==> config.mk <==
export PLATFORM = sky130hd
export DESIGN_NAME = dual_dac_control_regs
export DESIGN_NICKNAME = d
export VERILOG_FILES = /design/src/conv_pkg.sv /design/src/dual_dac_control_regs.sv
export SDC_FILE = /design/constraint.sdc
export NUM_CORES = 1
export LEC_CHECK = 0
export BUFFER_PORTS_ARGS = -buffer_cell sky130_fd_sc_hd__buf_4
export CAP_MARGIN = 10
export CORE_ASPECT_RATIO = 0.6
export CORE_MARGIN = 8
export CORE_UTILIZATION = 46
export CTS_BUF_LIST = sky130_fd_sc_hd__clkbuf_8
export CTS_CLUSTER_DIAMETER = 100
export DETAILED_ROUTE_END_ITERATION = 8
export PLACE_DENSITY_LB_ADDON = 0.12
export SLEW_MARGIN = 5
export SYNTH_ARGS = -nofsm -noshare
export SYNTH_HDL_FRONTEND = slang
export SYNTH_SLANG_ARGS = --single-unit
==> constraint.sdc <==
create_clock -name clock -period 2.1 [get_ports clock]
set_clock_uncertainty 0.1 [all_clocks]
set_input_delay 0.525 -clock clock [delete_from_list [all_inputs] [get_ports clock]]
set_output_delay 0.525 -clock clock [all_outputs]
set_load 0.02 [all_outputs]
==> src/conv_pkg.sv <==
package conv_pkg;
    localparam int DATA_W = 8;
    localparam int CODE_W = 12;
    localparam int ADDR_W = 8;
    localparam logic [7:0] ADDR_C0_LOW = 8'hf9;
    localparam logic [7:0] ADDR_C0_HIGH = 8'hfa;
    localparam logic [7:0] ADDR_C1_LOW = 8'hfb;
    localparam logic [7:0] ADDR_C1_HIGH = 8'hfc;
    localparam logic [7:0] ADDR_CONTROL = 8'hfd;
    localparam logic [7:0] CONTROL_RESET = 8'h04;
    localparam logic [7:0] DATA_RESET = 8'h00;
    localparam int BIT_MODE8 = 7;
    localparam int BIT_RANGE_1 = 6;
    localparam int BIT_RANGE_0 = 5;
    localparam int BIT_ZERO_N_1 = 4;
    localparam int BIT_ZERO_N_0 = 3;
    localparam int BIT_SYNC = 2;
    localparam int BIT_POWER_1 = 1;
    localparam int BIT_POWER_0 = 0;
    localparam logic [3:0] HIGH_NIBBLE_MASK = 4'hf;
endpackage : conv_pkg

==> src/dual_dac_control_regs.sv <==
// Operation
// Bit 7 high selects 8-bit mode
// Bit 6 selects converter 1 range
// Bit 5 selects converter 0 range
// Bits 4,3 low force outputs zero
// Bit 2 immediate update, else held
// Bits 1,0 power converters on
// Low register write updates output
// Software writes codes right-justified
// Four data registers, reset zero
// Control resets 04H, converters off
// Reads return last written values
`timescale 1ns/100ps
`default_nettype none
module dual_dac_control_regs
    import conv_pkg::*;
(
    input wire logic clock,
    input wire logic reset,
    input wire logic [ADDR_W-1:0] reg_addr,
    input wire logic [DATA_W-1:0] reg_wdata,
    input wire logic reg_write,
    input wire logic reg_read,
    output logic [DATA_W-1:0] reg_rdata,
    output logic reg_hit,
    output logic [CODE_W-1:0] conv0_code,
    output logic [CODE_W-1:0] conv1_code,
    output logic range_sel_0,
    output logic range_sel_1,
    output logic zero_force_n_0,
    output logic zero_force_n_1,
    output logic power_on_0,
    output logic power_on_1
);
    logic [7:0] ctrl_q;
    logic [7:0] ctrl_d;
    logic [7:0] c0l_q;
    logic [7:0] c0l_d;
    logic [7:0] c0h_q;
    logic [7:0] c0h_d;
    logic [7:0] c1l_q;
    logic [7:0] c1l_d;
    logic [7:0] c1h_q;
    logic [7:0] c1h_d;
    logic [CODE_W-1:0] code0_q;
    logic [CODE_W-1:0] code0_d;
    logic [CODE_W-1:0] code1_q;
    logic [CODE_W-1:0] code1_d;
    logic [7:0] rdata_q;
    logic [7:0] rdata_d;
    logic hit_q;
    logic hit_d;
    logic range_1_q;
    logic range_0_q;
    logic zero_n_1_q;
    logic zero_n_0_q;
    logic power_1_q;
    logic power_0_q;
    logic range_1_d;
    logic range_0_d;
    logic zero_n_1_d;
    logic zero_n_0_d;
    logic power_1_d;
    logic power_0_d;
    logic wr_c0l;
    logic wr_c0h;
    logic wr_c1l;
    logic wr_c1h;
    logic wr_ctl;
    logic rd_c0l;
    logic rd_c0h;
    logic rd_c1l;
    logic rd_c1h;
    logic rd_ctl;
    logic rd_any;
    logic mode8_sel;
    logic sync_on;
    logic sync_req;
    logic sync_rise;
    logic upd0;
    logic upd1;

    function automatic logic addr_is(
        input logic [ADDR_W-1:0] addr,
        input logic [ADDR_W-1:0] target
    );
        addr_is = (addr == target);
    endfunction : addr_is

    // Read lanes are ORed, so at most one select may be high
    function automatic logic [7:0] lane(
        input logic sel,
        input logic [7:0] value
    );
        lane = {8{sel}} & value;
    endfunction : lane

    // 8-bit codes are left-aligned so full scale stays full scale
    function automatic logic [CODE_W-1:0] form_code(
        input logic mode8,
        input logic [7:0] low,
        input logic [7:0] high
    );
        if (mode8) begin
            form_code = {low, 4'h0};
        end else begin
            form_code = {high[3:0] & HIGH_NIBBLE_MASK, low};
        end
    endfunction : form_code

    assign wr_c0l = reg_write && addr_is(reg_addr, ADDR_C0_LOW);
    assign wr_c0h = reg_write && addr_is(reg_addr, ADDR_C0_HIGH);
    assign wr_c1l = reg_write && addr_is(reg_addr, ADDR_C1_LOW);
    assign wr_c1h = reg_write && addr_is(reg_addr, ADDR_C1_HIGH);
    assign wr_ctl = reg_write && addr_is(reg_addr, ADDR_CONTROL);

    assign rd_c0l = reg_read && addr_is(reg_addr, ADDR_C0_LOW);
    assign rd_c0h = reg_read && addr_is(reg_addr, ADDR_C0_HIGH);
    assign rd_c1l = reg_read && addr_is(reg_addr, ADDR_C1_LOW);
    assign rd_c1h = reg_read && addr_is(reg_addr, ADDR_C1_HIGH);
    assign rd_ctl = reg_read && addr_is(reg_addr, ADDR_CONTROL);
    assign rd_any = rd_c0l || rd_c0h || rd_c1l || rd_c1h || rd_ctl;

    // Register values as they stand after this cycle's write
    assign ctrl_d = wr_ctl ? reg_wdata : ctrl_q;
    assign c0l_d = wr_c0l ? reg_wdata : c0l_q;
    assign c0h_d = wr_c0h ? reg_wdata : c0h_q;
    assign c1l_d = wr_c1l ? reg_wdata : c1l_q;
    assign c1h_d = wr_c1h ? reg_wdata : c1h_q;

    assign mode8_sel = ctrl_d[BIT_MODE8];
    assign sync_on = ctrl_q[BIT_SYNC];
    assign sync_req = reg_wdata[BIT_SYNC];
    // Only the 0 to 1 change releases held writes; staying 1 does not
    assign sync_rise = wr_ctl && !sync_on && sync_req;
    assign upd0 = (sync_on && wr_c0l) || sync_rise;
    assign upd1 = (sync_on && wr_c1l) || sync_rise;

    assign code0_d = upd0 ? form_code(mode8_sel, c0l_d, c0h_d) : code0_q;
    assign code1_d = upd1 ? form_code(mode8_sel, c1l_d, c1h_d) : code1_q;

    assign range_1_d = ctrl_d[BIT_RANGE_1];
    assign range_0_d = ctrl_d[BIT_RANGE_0];
    assign zero_n_1_d = ctrl_d[BIT_ZERO_N_1];
    assign zero_n_0_d = ctrl_d[BIT_ZERO_N_0];
    assign power_1_d = ctrl_d[BIT_POWER_1];
    assign power_0_d = ctrl_d[BIT_POWER_0];

    // Reads are side-effect free
    assign rdata_d = lane(rd_c0l, c0l_q)
        | lane(rd_c0h, c0h_q)
        | lane(rd_c1l, c1l_q)
        | lane(rd_c1h, c1h_q)
        | lane(rd_ctl, ctrl_q);
    assign hit_d = rd_any;

    always_ff @(posedge clock) begin
        if (reset) begin
            ctrl_q <= CONTROL_RESET;
        end
        else begin
            ctrl_q <= ctrl_d;
        end
    end

    always_ff @(posedge clock) begin
        if (reset) begin
            c0l_q <= DATA_RESET;
        end
        else begin
            c0l_q <= c0l_d;
        end
    end

    always_ff @(posedge clock) begin
        if (reset) begin
            c0h_q <= DATA_RESET;
        end
        else begin
            c0h_q <= c0h_d;
        end
    end

    always_ff @(posedge clock) begin
        if (reset) begin
            c1l_q <= DATA_RESET;
        end
        else begin
            c1l_q <= c1l_d;
        end
    end

    always_ff @(posedge clock) begin
        if (reset) begin
            c1h_q <= DATA_RESET;
        end
        else begin
            c1h_q <= c1h_d;
        end
    end

    always_ff @(posedge clock) begin
        if (reset) begin
            code0_q <= '0;
        end
        else begin
            code0_q <= code0_d;
        end
    end

    always_ff @(posedge clock) begin
        if (reset) begin
            code1_q <= '0;
        end
        else begin
            code1_q <= code1_d;
        end
    end

    always_ff @(posedge clock) begin
        if (reset) begin
            rdata_q <= DATA_RESET;
        end
        else begin
            rdata_q <= rdata_d;
        end
    end

    always_ff @(posedge clock) begin
        if (reset) begin
            hit_q <= 1'b0;
        end
        else begin
            hit_q <= hit_d;
        end
    end

    // Control outputs get their own flops so pins never see decode logic
    always_ff @(posedge clock) begin
        if (reset) begin
            range_1_q <= CONTROL_RESET[BIT_RANGE_1];
        end
        else begin
            range_1_q <= range_1_d;
        end
    end

    always_ff @(posedge clock) begin
        if (reset) begin
            range_0_q <= CONTROL_RESET[BIT_RANGE_0];
        end
        else begin
            range_0_q <= range_0_d;
        end
    end

    always_ff @(posedge clock) begin
        if (reset) begin
            zero_n_1_q <= CONTROL_RESET[BIT_ZERO_N_1];
        end
        else begin
            zero_n_1_q <= zero_n_1_d;
        end
    end

    always_ff @(posedge clock) begin
        if (reset) begin
            zero_n_0_q <= CONTROL_RESET[BIT_ZERO_N_0];
        end
        else begin
            zero_n_0_q <= zero_n_0_d;
        end
    end

    // Off after reset: converter outputs float until enabled
    always_ff @(posedge clock) begin
        if (reset) begin
            power_1_q <= CONTROL_RESET[BIT_POWER_1];
        end
        else begin
            power_1_q <= power_1_d;
        end
    end

    always_ff @(posedge clock) begin
        if (reset) begin
            power_0_q <= CONTROL_RESET[BIT_POWER_0];
        end
        else begin
            power_0_q <= power_0_d;
        end
    end

    assign reg_rdata = rdata_q;
    assign reg_hit = hit_q;
    assign conv0_code = code0_q;
    assign conv1_code = code1_q;
    assign range_sel_1 = range_1_q;
    assign range_sel_0 = range_0_q;
    assign zero_force_n_1 = zero_n_1_q;
    assign zero_force_n_0 = zero_n_0_q;
    assign power_on_1 = power_1_q;
    assign power_on_0 = power_0_q;
endmodule : dual_dac_control_regs
`default_nettype wire

* After elaboration in Yosys (flattened, before gate mapping)
Cells that the tools add are included.
Operators by class: bitwise logic cells 9, reduce and logical (&&, ||, !) cells 21, equality and inequality tests 5, multiplexer cells 7
Operator list (count):
- $and A8 B8 Y8 | 5
- $eq A8 B8 Y1 const B | 5
- $or A8 B8 Y8 | 4
- $mux W12 | 2
- $mux W8 | 3
- $logic_and A1 B1 Y1 | 14
- $mux W4 | 2
- $logic_or A1 B1 Y1 | 6
- $logic_not A1 Y1 | 1
Storage, ports and cells: word-level logic and storage cells 60, output and inout port bits 39, flip-flop bits (word level) 79, input bits 20

* Depth between registers and ports, before layout
word-level depth 7, depth in mapped cells 8, depth with buffers taken out 5

* Worst setup path before layout
Ideal clock, no wire load.
path type input-to-reg, start input reg_addr[5], end register code0_q[2], in the netlist conv0_code[2], data required time 1930 ps, slack -42 ps, path buffers 2, setup time 70 ps, arrival time 1972 ps, stages 7, path through nand4_4 -> nor3_2 -> buf_6 -> mux2_4 -> buf_6 -> or3_1 -> a21oi_1
Between the ends: cells in the longest elaborated chain, start to end 5, elaborated cells between the ends (all ways) 11, classes of those cells 2 x eq/ne; 3 x mux; 6 x reduce/logical
Ends and longest elaborated chain:
- start, declared | RTL line dual_dac_control_regs.sv:20 | input wire logic [ADDR_W-1:0] reg_addr,
- $eq A8 B8 Y1 | RTL line dual_dac_control_regs.sv:87 | addr_is = (addr == target);
- $logic_and A1 B1 Y1 | RTL line dual_dac_control_regs.sv:115 | assign wr_ctl = reg_write && addr_is(reg_addr, ADDR_CONTROL);
- $logic_and A1 B1 Y1 (2 in series) | RTL line dual_dac_control_regs.sv:135 | assign sync_rise = wr_ctl && !sync_on && sync_req;
- $logic_or A1 B1 Y1 | RTL line dual_dac_control_regs.sv:136 | assign upd0 = (sync_on && wr_c0l) || sync_rise;
- end signal, assigned | RTL line dual_dac_control_regs.sv:207 | code0_q <= code0_d;
- end, declared | RTL line dual_dac_control_regs.sv:45 | logic [CODE_W-1:0] code0_q;
Several ways; a longest one is shown, not always the timed one. A chain may end at the register's enable or synchronous reset.

* Worst setup path after layout
start input reg_addr[1], end register code0_q[0], in the netlist conv0_code[0]
The elaborated chain is that of the path after synthesis.

==> metrics.txt <==
count of cell types in the netlist 35; worst slew pin tran 472 ps; number of global-route vias before repair between 2k and 3k; area of the multi-input gates 0.00157 mm²; flops & latches, synth 73; # clock sinks 73; Initial DRC Count ~260; required time worst endpoint 2290 ps; Vias 2687; drt pass-1 iters 4; H-tree levels 3; Syn Area/Cell slightly below 10 µm²; Cells after Synth 326; Root Buffer clkbuf_8; Die Width 123 µm; DRC violation count after routing 0; arrival time at the worst endpoint about 2100 ps; total routed wirelength between 8 and 9 mm; Fin. Hold Viols 0; RSZ-0062 raised after global routing no; Post-synth ARST share 0%; CTS buffer count 9; Power Total around 0.0027 W; die area slightly below 0.01 mm²; Die H roughly 80 µm; Core Area between 0.006 and 0.007 mm²; # Post-CTS Setup Buffers 0; top cells by area, synth dfxtp_1 46%, mux2i_1 15%, nor2_1 4.9%, nand3b_1 4.3%, mux2_2 3.2%; Synth top cells by count 73 x dfxtp_1, 47 x mux2i_1, 41 x nor2_1; syn_nets about 350; DR WL/cell 16.8 µm; Crit Path Class input port to flop; Synth area leader dfxtp_1; share of cells above drive strength 1 approximately 32%; Setup Viol. Count Final 0; Top FF cell, synth dfxtp_1; CP startpoint kind input port; most common cell in the synthesized netlist dfxtp_1; part of the Yosys area used for sequential elements 46.3%; hpwl dp roughly 6.5 mm; remaining global-route overflow 0; power per cell area 638 mW/mm²; Worst slew margin around two thirds; Worst VDD drop 466 µV; IO Pins 59; min-delay worst type flop to flop; first-pass GRT wire length between 10 and 15 mm; post-DR vias/cell 5.24; post-synth top area share 46.3%; PortBufs 58; area delta synth->final 32.6%; antenna viol nets, final 0; CTS Buffer Depth 2; Tcrit/Tclk final about 92%; fillers between 500 and 600; largest net degree at the start of global routing 30; Mapped Area approximately 0.0032 mm²; Post-synth EDFFs 0; max-cap viol count 0; fin crit period ~1900 ps; RD Place Congestion ~0.83; Leakage roughly 1.6 nW; Crit Path Max Fanout 13; GRT Resource Usage Total a little under a fifth; Setup TNS 0 ps; Hold Path Cell Cnt 2; Crit. End Element flop; Clock Pin Slew Worst Setup and Hold Paths around 70 ps; # diodes 0; initial antenna violation count 0; worst reg2reg path depth 5; # rows 23; final net count about 440; Max Slew Vio Count 0; Hold Buf Count CTS 0; Synth Warn # 0; Skew-Pair Late Insertion Delay ~350 ps; register area between 0.001 and 0.0015 mm²; Initial Util 47.5%; achievable frequency 517 MHz; post-CTS sizing 0; outcome finished, final reports clean; CTS tree done
-- power breakdown --
part,internal (W),switching [W],total [W],leakage (nW)
logic,0.0000676,0.0000776,0.000145,0.876
clock network,0.000636,0.000503,0.00114,0.115
registers,0.00138,0.000000626,0.00139,0.588
total,0.00209,0.000581,0.00267,1.58
-- cell usage in the layout, fill, tap and decap left out, types with 3 or more instances in the layout --
master and count:
buf_4 105, dfxtp_1 73, mux2i_1 46, nor2_1 41
nand2_1 25, nand3b_1 18, a21oi_1 16, o21ai_1 13
clkbuf_8 12, o21ai_0 11, or3_1 10, mux2_2 9
a22oi_1 8, mux2_1 7, inv_1 4, nor3_1 3
-- metrics by stage --
stage          instances  hold WS (ps)  cell area, µm²  worst slack, ps  utilization [%]
2_1_floorplan        326           331            3160            -19.2                -
3_3_place_gp         497           342            3980             -159             59.9
3_5_place_dp         497           352            3980             -198             59.9
4_1_cts              513           353            4190              190             63.0
5_1_grt              513           373            4190             94.7             63.0
6_report             513           360            4190              167             63.0
-- cell type report --
cell class | count | area share [%]
clock buffer | 12 | 3.94
clock inverter | 4 | 1.02
inverter | 2 | 0.179
multi-input combinational | 228 | 37.6
sequential | 73 | 34.9
tap | 87 | 2.60
timing repair buffer | 107 | 19.8
-- cells by family (layout without fill, tap and decap cells) --
logic type | after synthesis | count (layout) | synth area share [%]
multiplexers | 64 | 64 | 21.1
AND/OR/NAND/NOR | 112 | 112 | 19.1
flip-flops | 73 | 73 | 46.3
buffers and inverters | 25 | 125 | 4.20
AO/OA/AOI/OAI | 52 | 52 | 9.35
-- worst paths after layout --
check | start | end | slack (ps)
max | reg_addr[1] | conv0_code[0] | 170
min | c0h_q[5] | reg_rdata[5] | 360
max reg2reg | ctrl_q[2] | conv0_code[4] | 290
min reg2reg | c0h_q[5] | reg_rdata[5] | 360
-- flip-flops by register name, summed over array words and instances (netlist names) --
signal and flops:
reg_hit 1, c0h_q 8, conv0_code 12, c1h_q 8, c1l_q 8, reg_rdata 8, conv1_code 12, c0l_q 8
ctrl_q 8
-- worst max-delay path: stages --
cell and delay (ps):
buf_4 120, nand3b_1 180, nor3_2 220, buf_4 170
mux2_4 380, or3_1 390, a21oi_1 130
-- layer usage --
metal,vias up,GRT usage (%),wire (µm)
li1,1331,-,-
met1,1266,25.6,4100
met2,78,26.4,3690
met3,12,5.88,717
met4,0,5.80,122
met5,-,0,0
Power figures use the tool's default switching activity.
